===== src/hw/media_select_defines.vh =====
`ifndef MEDIA_SELECT_DEFINES_VH
`define MEDIA_SELECT_DEFINES_VH

// Clock and timing
`define CLK_PERIOD_NS  20
`define CLK_KHZ        50000
`define DROP_TIME_MS   4000
`define DROP_CYC       (`DROP_TIME_MS * `CLK_KHZ)
`define COMMA_LOSS_NS  10000
`define COMMA_LOSS_CYC (`COMMA_LOSS_NS / `CLK_PERIOD_NS)

// Register byte offsets
`define OFF_PAGE   8'h00
`define OFF_CTRL   8'h04
`define OFF_STAT   8'h08
`define OFF_CHG    8'h0c

// Page values
`define PAGE_COPPER 8'h00
`define PAGE_FIBER  8'h01
`define PAGE_MAC    8'h02
`define PAGE_AUTO   15
`define PAGE_NUM    7:0
`define PAGE_RST    16'h8000

// Control register fields
`define C_PREF 1:0
`define C_MODE 4:2
`define C_POL  5
`define C_ANEN 6
`define C_SRST 15

// Preferred media and fiber mode encodings
`define PREF_FIRST  2'b00
`define PREF_FIBER  2'b01
`define PREF_COPPER 2'b10
`define MODE_X      3'b011
`define MODE_SGMII  3'b010

// Control reset values
`define PREF_RST 2'b00
`define MODE_RST 3'b011
`define POL_RST  1'b0
`define ANEN_RST 1'b1

// Status fields
`define S_LINK   3
`define S_ENERGY 4
`define S_MEDIA  7
`define S_PAUSE  9:8
`define S_DUPLEX 13
`define S_SPEED  15:14
`define CHG_BIT  4

// Received SGMII word fields
`define SG_LINK   15
`define SG_DUPLEX 12
`define SG_SPEED  11:10
`define SPEED_1000 2'b10

`endif


===== src/hw/media_select.v =====
// Operation
// - Watch fiber and copper, follow attached medium
// - First medium to link wins, other powers down
// - Link lost: power both, search again
// - Signal detect gates fiber serializer power
// - Selectable signal detect polarity
// - Drop non-preferred link four seconds
// - Preference field: first, fiber, copper
// - Separate copper and fiber energy status
// - Sticky flag per medium on energy change
// - Fiber preferred and linked: copper energy reads 1
// - Copper preferred: fiber energy from detect
// - 1000BASE-X link up and down conditions
// - SGMII negotiated link needs word bit 15
// - Page register selects copper, fiber, MAC
// - Settings except polarity apply only after software reset
// - One shared link-up bit in both pages
// - One shared media-type bit in both pages
// - Other status bits stored per medium
// - Status summarizes speed, duplex, pause
// - Auto page bit loads page on link
// - Fiber mode 011 is 1000BASE-X, 010 SGMII
// - SGMII word bit 15 one means link up
`include "media_select_defines.vh"
`timescale 1ns/1ps
`default_nettype none

module media_select #(
    parameter DROP_CYCLES = `DROP_CYC,
    parameter DROP_W      = 28,
    parameter COMMA_CYC   = `COMMA_LOSS_CYC,
    parameter COMMA_W     = 10
) (
    input  wire        ref_clk,
    input  wire        rst,
    input  wire        psel,
    input  wire        penable,
    input  wire        pwrite,
    input  wire [7:0]  paddr,
    input  wire [31:0] pwdata,
    output reg  [31:0] prdata,
    output wire        pready,
    output wire        pslverr,
    input  wire        copper_energy,
    input  wire        copper_link_ok,
    input  wire [1:0]  copper_speed,
    input  wire        copper_duplex,
    input  wire [1:0]  copper_pause,
    input  wire        fiber_signal_detect,
    input  wire        fiber_comma_seen,
    input  wire        fiber_an_complete,
    input  wire        fiber_an_restart,
    input  wire [15:0] fiber_rx_word,
    input  wire        fiber_duplex,
    input  wire [1:0]  fiber_pause,
    output wire        copper_power_up,
    output wire        fiber_power_up,
    output wire        copper_enable,
    output wire        fiber_enable,
    output wire        link_up,
    output wire        media_is_fiber
);

    // One-hot selector states
    localparam [3:0] ST_SEARCH = 4'h1;
    localparam [3:0] ST_COPPER = 4'h2;
    localparam [3:0] ST_FIBER  = 4'h4;
    localparam [3:0] ST_DROP   = 4'h8;

    // Last counts kept as integers, then cut to counter width on purpose
    localparam integer       DROP_LAST_I  = DROP_CYCLES - 1;
    localparam integer       COMMA_LAST_I = COMMA_CYC - 1;
    localparam [DROP_W-1:0]  DROP_LAST    = DROP_LAST_I[DROP_W-1:0];
    localparam [COMMA_W-1:0] COMMA_LAST   = COMMA_LAST_I[COMMA_W-1:0];

    // Page decode shared by status and change reads
    function [1:0] page_sel;
        input [7:0] pg;
        begin
            if (pg == `PAGE_COPPER)
                page_sel = 2'd0;
            else if (pg == `PAGE_FIBER)
                page_sel = 2'd1;
            else if (pg == `PAGE_MAC)
                page_sel = 2'd2;
            else
                page_sel = 2'd3;
        end
    endfunction

    reg  [3:0]         state_reg;
    reg  [3:0]         state_next;
    reg  [15:0]        page_reg;
    reg  [1:0]         pref_pend_reg;
    reg  [2:0]         mode_pend_reg;
    reg                anen_pend_reg;
    reg  [1:0]         pref_reg;
    reg  [2:0]         mode_reg;
    reg                anen_reg;
    reg                pol_reg;
    reg                drop_copper_reg;
    reg  [DROP_W-1:0]  drop_cnt_reg;
    reg  [COMMA_W-1:0] comma_cnt_reg;
    reg                comma_ok_reg;
    reg                cu_seen_prev_reg;
    reg                fi_seen_prev_reg;
    reg                cu_chg_reg;
    reg                fi_chg_reg;
    reg  [15:0]        cu_stat_reg;
    reg  [15:0]        fi_stat_reg;

    // Bus decode; no wait states, so access is a single cycle
    // Writes act at the access edge only
    wire       setup  = psel & ~penable;
    wire       access = psel & penable;
    wire       wr     = access & pwrite;
    wire       mapped = (paddr == `OFF_PAGE) | (paddr == `OFF_CTRL) |
                        (paddr == `OFF_STAT) | (paddr == `OFF_CHG);
    wire       wr_page = wr & (paddr == `OFF_PAGE);
    wire       wr_ctrl = wr & (paddr == `OFF_CTRL);
    wire       wr_chg  = wr & (paddr == `OFF_CHG);
    wire       soft_rst = wr_ctrl & pwdata[`C_SRST];
    wire [1:0] psel_pg  = page_sel(page_reg[`PAGE_NUM]);

    // Zero wait states; unmapped offsets answer with an error
    assign pready  = 1'b1;
    assign pslverr = access & ~mapped;

    // Detect polarity applied before anything else looks at it
    wire sd = fiber_signal_detect ^ pol_reg;

    wire sgmii = (mode_reg == `MODE_SGMII);

    // Fiber link per active mode and negotiation setting
    wire fi_an_ok = sgmii ? (fiber_an_complete & fiber_rx_word[`SG_LINK])
                          : fiber_an_complete;
    wire fiber_link = sd & comma_ok_reg & ~fiber_an_restart &
                      (anen_reg ? fi_an_ok : 1'b1);
    wire copper_link = copper_link_ok;

    wire in_search = state_reg[0];
    wire in_copper = state_reg[1];
    wire in_fiber  = state_reg[2];
    wire in_drop   = state_reg[3];
    wire drop_done = (drop_cnt_reg == DROP_LAST);

    // Copper energy is ignored once the preferred fiber link holds
    wire cu_seen = (in_fiber & (pref_reg == `PREF_FIBER)) ? 1'b0
                                                          : copper_energy;
    wire fi_seen = sd;

    // Counter stops at its last count until a comma returns,
    // so a long gap cannot wrap and fake a fresh comma window.
    // Window length is a parameter; default is ten microseconds
    // Comma loss window: link falls after a sustained gap
    always @(posedge ref_clk) begin
        if (rst) begin
            comma_cnt_reg <= {COMMA_W{1'b0}};
            comma_ok_reg  <= 1'b0;
        end else if (fiber_comma_seen) begin
            comma_cnt_reg <= {COMMA_W{1'b0}};
            comma_ok_reg  <= 1'b1;
        end else if (comma_cnt_reg == COMMA_LAST) begin
            comma_ok_reg  <= 1'b0;
        end else begin
            comma_cnt_reg <= comma_cnt_reg + 1'b1;
        end
    end

    // Only one medium is ever enabled: the states are exclusive.
    // Preference acts once a medium already holds link, and on a tie;
    // while searching, an earlier link wins regardless of preference
    // Medium selection
    always @* begin
        state_next = state_reg;
        case (state_reg)
            ST_SEARCH: begin
                // Both searching; first link wins, a tie goes to fiber if preferred, else copper
                if (copper_link & fiber_link)
                    state_next = (pref_reg == `PREF_FIBER) ? ST_FIBER
                                                           : ST_COPPER;
                else if (copper_link)
                    state_next = ST_COPPER;
                else if (fiber_link)
                    state_next = ST_FIBER;
            end
            ST_COPPER: begin
                if (!copper_link)
                    state_next = ST_SEARCH;
                else if (pref_reg == `PREF_FIBER && fi_seen)
                    state_next = ST_DROP;
            end
            ST_FIBER: begin
                if (!fiber_link)
                    state_next = ST_SEARCH;
                else if (pref_reg == `PREF_COPPER && cu_seen)
                    state_next = ST_DROP;
            end
            ST_DROP: begin
                // Preferred medium alone gets its chance
                if (drop_copper_reg & copper_link)
                    state_next = ST_COPPER;
                else if (!drop_copper_reg & fiber_link)
                    state_next = ST_FIBER;
                else if (drop_done)
                    state_next = ST_SEARCH;
            end
            default: state_next = ST_SEARCH;
        endcase
    end

    // Software reset restarts the search with the new settings.
    // Drop timer restarts on every entry, never resumes midway;
    // four seconds at the reference clock needs a wide counter
    // State, drop timer and which medium the drop favours
    always @(posedge ref_clk) begin
        if (rst | soft_rst) begin
            state_reg       <= ST_SEARCH;
            drop_cnt_reg    <= {DROP_W{1'b0}};
            drop_copper_reg <= 1'b0;
        end else begin
            state_reg <= state_next;
            if (state_next == ST_DROP && !in_drop) begin
                drop_cnt_reg    <= {DROP_W{1'b0}};
                drop_copper_reg <= in_fiber;
            end else if (in_drop && !drop_done) begin
                drop_cnt_reg <= drop_cnt_reg + 1'b1;
            end
        end
    end

    // Powering down the idle medium saves power but also blinds it:
    // only energy still seen (copper line, fiber detect) can wake
    // the preference logic, which is why detect gates the serializer
    // Power: the idle medium sleeps; serializer also needs detect
    assign copper_power_up = in_search | in_copper |
                             (in_drop & drop_copper_reg);
    assign fiber_power_up  = sd & (in_search | in_fiber |
                             (in_drop & ~drop_copper_reg));
    assign copper_enable   = in_copper;
    assign fiber_enable    = in_fiber;
    assign link_up         = in_copper | in_fiber;
    assign media_is_fiber  = in_fiber;

    // Pending copies are what software reads back, so a setting
    // written without reset is visible but not yet in force.
    // Polarity is the exception: it acts at once
    // Control: pending settings wait for a software reset
    always @(posedge ref_clk) begin
        if (rst) begin
            pref_pend_reg <= `PREF_RST;
            mode_pend_reg <= `MODE_RST;
            anen_pend_reg <= `ANEN_RST;
            pref_reg      <= `PREF_RST;
            mode_reg      <= `MODE_RST;
            anen_reg      <= `ANEN_RST;
            pol_reg       <= `POL_RST;
        end else if (wr_ctrl) begin
            pref_pend_reg <= pwdata[`C_PREF];
            mode_pend_reg <= pwdata[`C_MODE];
            anen_pend_reg <= pwdata[`C_ANEN];
            pol_reg       <= pwdata[`C_POL];
            if (pwdata[`C_SRST]) begin
                pref_reg <= pwdata[`C_PREF];
                mode_reg <= pwdata[`C_MODE];
                anen_reg <= pwdata[`C_ANEN];
            end
        end
    end

    // Auto load beats a same-cycle page write, so software that
    // races a link change may find its page overwritten.
    // Only the page number moves; the auto bit itself stays
    // Page: auto bit reloads it on entering a link state
    always @(posedge ref_clk) begin
        if (rst) begin
            page_reg <= `PAGE_RST;
        end else if (page_reg[`PAGE_AUTO] && state_next == ST_COPPER && !in_copper) begin
            page_reg[`PAGE_NUM] <= `PAGE_COPPER;
        end else if (page_reg[`PAGE_AUTO] && state_next == ST_FIBER && !in_fiber) begin
            page_reg[`PAGE_NUM] <= `PAGE_FIBER;
        end else if (wr_page) begin
            page_reg <= pwdata[15:0];
        end
    end

    // Previous values reset to the idle level of the inputs,
    // so no false change is flagged right after reset
    // Energy change flags; a new change beats a clear
    always @(posedge ref_clk) begin
        if (rst) begin
            cu_seen_prev_reg <= 1'b0;
            fi_seen_prev_reg <= 1'b0;
            cu_chg_reg       <= 1'b0;
            fi_chg_reg       <= 1'b0;
        end else begin
            cu_seen_prev_reg <= cu_seen;
            fi_seen_prev_reg <= fi_seen;
            if (cu_seen != cu_seen_prev_reg)
                cu_chg_reg <= 1'b1;
            else if (wr_chg && psel_pg == 2'd0 && pwdata[`CHG_BIT])
                cu_chg_reg <= 1'b0;
            if (fi_seen != fi_seen_prev_reg)
                fi_chg_reg <= 1'b1;
            else if (wr_chg && psel_pg == 2'd1 && pwdata[`CHG_BIT])
                fi_chg_reg <= 1'b0;
        end
    end

    // Registered once a cycle; reads see results one cycle late,
    // which is harmless for software polling
    // Per-medium status storage; only link and media bits shared
    always @(posedge ref_clk) begin
        if (rst) begin
            cu_stat_reg <= 16'h0000;
            fi_stat_reg <= 16'h0000;
        end else begin
            cu_stat_reg           <= 16'h0000;
            cu_stat_reg[`S_SPEED]  <= copper_speed;
            cu_stat_reg[`S_DUPLEX] <= copper_duplex;
            cu_stat_reg[`S_PAUSE]  <= copper_pause;
            cu_stat_reg[`S_ENERGY] <= ~cu_seen;
            fi_stat_reg           <= 16'h0000;
            fi_stat_reg[`S_SPEED]  <= sgmii ? fiber_rx_word[`SG_SPEED]
                                            : `SPEED_1000;
            fi_stat_reg[`S_DUPLEX] <= sgmii ? fiber_rx_word[`SG_DUPLEX]
                                            : fiber_duplex;
            fi_stat_reg[`S_PAUSE]  <= fiber_pause;
            fi_stat_reg[`S_ENERGY] <= ~fi_seen;
        end
    end

    // Read data of the selected page, captured in the setup cycle
    reg [15:0] rd_val;
    always @* begin
        rd_val = 16'h0000;
        if (paddr == `OFF_PAGE) begin
            rd_val = page_reg;
        end else if (paddr == `OFF_CTRL) begin
            rd_val[`C_PREF] = pref_pend_reg;
            rd_val[`C_MODE] = mode_pend_reg;
            rd_val[`C_POL]  = pol_reg;
            rd_val[`C_ANEN] = anen_pend_reg;
        end else if (paddr == `OFF_STAT) begin
            case (psel_pg)
                2'd0: rd_val = cu_stat_reg;
                2'd1: rd_val = fi_stat_reg;
                2'd2: rd_val = {12'h000, state_reg};
                default: rd_val = 16'h0000;
            endcase
            if (psel_pg[1] == 1'b0) begin
                rd_val[`S_LINK]  = link_up;
                rd_val[`S_MEDIA] = media_is_fiber;
            end
        end else if (paddr == `OFF_CHG) begin
            if (psel_pg == 2'd0)
                rd_val[`CHG_BIT] = cu_chg_reg;
            else if (psel_pg == 2'd1)
                rd_val[`CHG_BIT] = fi_chg_reg;
        end
    end

    // Read data held until the next read setup
    always @(posedge ref_clk) begin
        if (rst)
            prdata <= 32'h0000_0000;
        else if (setup && !pwrite)
            prdata <= {16'h0000, rd_val};
    end

endmodule // media_select

`default_nettype wire


===== config.mk =====
export PLATFORM = sky130hd
export DESIGN_NAME = media_select
export DESIGN_NICKNAME = d
export VERILOG_FILES = /design/src/hw/media_select.v
export VERILOG_INCLUDE_DIRS = /design/src /design/src/hw
export SDC_FILE = /design/constraint.sdc
export NUM_CORES = 1
export LEC_CHECK = 0
export ABC_AREA = 1
export BUFFER_PORTS_ARGS = -buffer_cell sky130_fd_sc_hd__buf_2
export CORE_UTILIZATION = 50
export CTS_BUF_LIST = sky130_fd_sc_hd__clkbuf_4
export CTS_CLUSTER_DIAMETER = 60
export DETAILED_ROUTE_END_ITERATION = 16
export PLACE_DENSITY = 0.85
export SYNTH_ARGS = -nofsm -noshare
export SYNTH_HDL_FRONTEND = slang
export SYNTH_SLANG_ARGS = --single-unit
export TNS_END_PERCENT = 50

===== constraint.sdc =====
create_clock -name ref_clk -period 2.3 [get_ports ref_clk]
set_input_delay 0.23 -clock ref_clk [delete_from_list [all_inputs] [get_ports ref_clk]]
set_output_delay 0.23 -clock ref_clk [all_outputs]
set_load 0.005 [all_outputs]

==> results by group <==
Floorplanning
  • I/O pins: 115
  • Starting Density: 51.42%
  • Row cnt: 38
  • Die W: 107.6 µm
  • Overall die height: 107.6 µm
  • Overall die area: 0.01157 mm²
  • Core ar.: 0.01084 mm²

Synthesis
  • Synthesized area: 0.005574 mm²
  • FF+latch count, synth: 105
  • Post-synth ARST share: 0%
  • Register area share after synthesis: 37.71%
  • Syn_area_per_cell: 7.119 µm²
  • Post-synth EDFFs: 0
  • Yosys cell types: 47
  • Main flop type after synthesis: dfxtp_1
  • Warnings from Yosys: 0
  • Post-synthesis cell count: 783

Timing
  • Sum of negative setup slack: 0 ns
  • Fmax: 479.2 MHz
  • Final WS setup: 0.2133 ns
  • Max-slew headroom: 61.32%
  • RSZ-0062 raised after global routing: false
  • Fin crit period: 2.087 ns
  • Skew final: 0.03743 ns
  • Final Hold Viols: 0
  • Worst slew pin tran: 0.5749 ns
  • Tcrit/Tclk final: 90.73%
  • Max Slew Vio Count: 0
  • Setup violators final: 0

Clocking
  • Clk buf depth: 2
  • CTS Sinks: 105
  • Root Driver: clkbuf_4
  • CTS H-tree depth: 3
  • Reg clk slew, reported paths: 0.19 ns
  • Post-CTS Repair Setup Buffers: 0
  • Clock Latency Late Sink: 0.51 ns
  • CTS buffer count: 9
  • CTS tree: done

Pwr
  • P_int: 2.340 mW
  • Lkg Pwr: 2.891 nW
  • Combinational share of power: 10.2%
  • Clock power share: 31.5%
  • Flop pwr share: 58.2%
  • Sw Share: 27.52%
  • P_sw: 888.6 µW
  • Max VDD drop: 0.0004707 V
  • PwrDens: 513.1 mW/mm²

Worst setup path
  • Worst setup EP type: flop
  • Slowest CP cell: dfxtp_1
  • CP Data Required Time: 2.71 ns
  • Sum of buffers and inverters on the critical path: 2
  • CP Launch Type: flop
  • Critical Path AT: 2.49 ns
  • Worst path max stage delay: 0.63 ns
  • Delay-heaviest family, CP: flip-flops
  • Kind of critical path: flop to flop
  • Crit path cell chain: inv_2 > o21ai_2 > nor3_1 > nand3_1 > nand2_2 > nor2_4 > inv_4 > a211oi_1
  • CP Max Fanout: 16

Global routing
  • Largest net degree at the start of global routing: 39
  • Initial antenna violation count: 0
  • Grt total ovfl: 0
  • GR Util All Layers: 22.30%
  • First-pass GRT wire length: 20480 µm
  • Vias in the first global route: 4579

Finish
  • Final core occ: 58.04%
  • Antenna fix cells: 0
  • Layout cells sized above 1: 19.24%
  • Layout area overhead: 12.88%
  • Fin cells: 1013
  • Cell area after layout: 0.006292 mm²
  • Area of the multi-input gates: 0.002811 mm²
  • Fin nets: 945
  • Fill cells: 1006
  • Most frequent cells in the layout: 163 x nand2_1, 114 x inv_1, 105 x dfxtp_1, 73 x nor2_1, 69 x buf_2
  • Most common cell after layout, fill and taps aside: nand2_1
  • Number of flip-flops in the largest register: 28
  • Storage cell area: 0.002102 mm²

Detailed routing
  • Met3 WL: 649 µm
  • DRT Wirelength: 12360 µm
  • M1 WL: 6017 µm
  • Uppermost layer routed: met4
  • Residual DRC: 0
  • Pre-antenna DRT Iters: 5
  • ANT nets after route: 0
  • Violation count after the first detailed-route iteration: 380
  • Via density: 4.996
  • Met2 WL post-DR: 5488 µm
  • WL/cell: 12.20 µm
  • Vias: 5061

Placement
  • Port Buf Inserts: 69
  • Dpl ws: 0.2281 ns
  • Post-DP Area: 0.005982 mm²
  • DPL Wire Length: 9026 µm
  • Gpl congestion: 0.8897
  • Post-Place Cells: 982

Flow run
  • Max_cap viols: 0

Run status
  • Status: complete, no violations

Hold path
  • Hold Path Class: input pin to flop
-- cell type report --
type / count / area share [%]
Clock buffer: 9 / 1.074
Clock inverter: 7 / 1.372
Inverter: 128 / 7.735
Multi-Input combinational cell: 531 / 44.68
Sequential cell: 105 / 33.41
Tap cell: 140 / 2.784
Timing Repair Buffer: 93 / 8.948
-- worst min-delay path, cell delays in order --
cell     delay [ns]
buf_2          0.07
o21ai_0        0.09
nor2_2         0.10
-- kinds of logic after synthesis --
group / Yosys count / share of synthesized area [%]
compound gates: 123 / 12.84
xor+xnor: 27 / 4.242
fa+ha+maj: 2 / 0.4489
buf+inv: 162 / 13.00
flops: 105 / 37.71
other cells: 2 / 0.1347
simple gates: 362 / 31.63
-- synth_stat cells (5+ instances only) --
master / n / area share, %
inv_2: 10 / 0.67
o21ai_0: 43 / 3.9
nand2_2: 11 / 1.2
a22o_1: 5 / 0.79
dfxtp_1: 105 / 38
o211ai_1: 7 / 0.94
xor2_1: 20 / 3.1
a21oi_2: 6 / 0.94
nor2_1: 74 / 5.0
clkbuf_1: 6 / 0.40
buf_2: 6 / 0.54
nor4_1: 5 / 0.56
xnor2_1: 7 / 1.1
nor2_4: 6 / 1.2
nand4_1: 20 / 2.2
nor3_1: 17 / 1.5
nor2_2: 19 / 2.1
inv_1: 114 / 7.7
nand3_1: 27 / 2.4
nand2_1: 163 / 11
buf_4: 18 / 2.4
a21oi_1: 47 / 4.2
-- per-stage QoR --
step / hold slack [ns] / power (mW)
after CTS: 0.0005437 / 3.229
final: 0.002019 / 3.228
after floorplan: 0.3370 / 2.141
after global routing: 0.01753 / 3.351
after detailed placement: 0.4359 / 2.223
after global placement: 0.4330 / 2.220
-- what timing repair did --
item | in CTS | in global routing
hold buffers | 15 | 0
gates resized for setup | 0 | 2
endpoints found under the hold margin | 14 | 0
endpoints found under the setup margin | 0 | 7
-- worst paths after layout --
kind,from,endpoint,slack (ns),cells after the start
setup / recovery,state_reg[2]$_SDFF_PP0_,drop_cnt_reg[1]$_SDFFE_PP0N_,0.21,8
hold / removal,pwdata[7],page_reg[7]$_SDFFE_PP0P_,0.002,3
setup reg to reg,state_reg[2]$_SDFF_PP0_,drop_cnt_reg[1]$_SDFFE_PP0N_,0.21,8
hold reg to reg,pref_pend_reg[1]$_SDFFE_PP0P_,pref_pend_reg[1]$_SDFFE_PP0P_,0.46,2
-- power by group through the flow --
stage | combinational (mW) | sequential (mW) | clock [mW]
2_1_floorplan | 0.227 | 1.91 | 0
3_5_place_dp | 0.306 | 1.92 | 0
5_1_grt | 0.373 | 1.88 | 1.09
4_1_cts | 0.327 | 1.88 | 1.02
6_report | 0.331 | 1.88 | 1.02
3_3_place_gp | 0.303 | 1.92 | 0
-- routing by layer --
layer	vias up	global-route usage, %
li1	2634	-
met1	2281	29.88
met2	125	35.21
met3	21	4.722
met4	0	8.023
met5	-	0
Note: power is estimated with default switching activity, not from simulation.
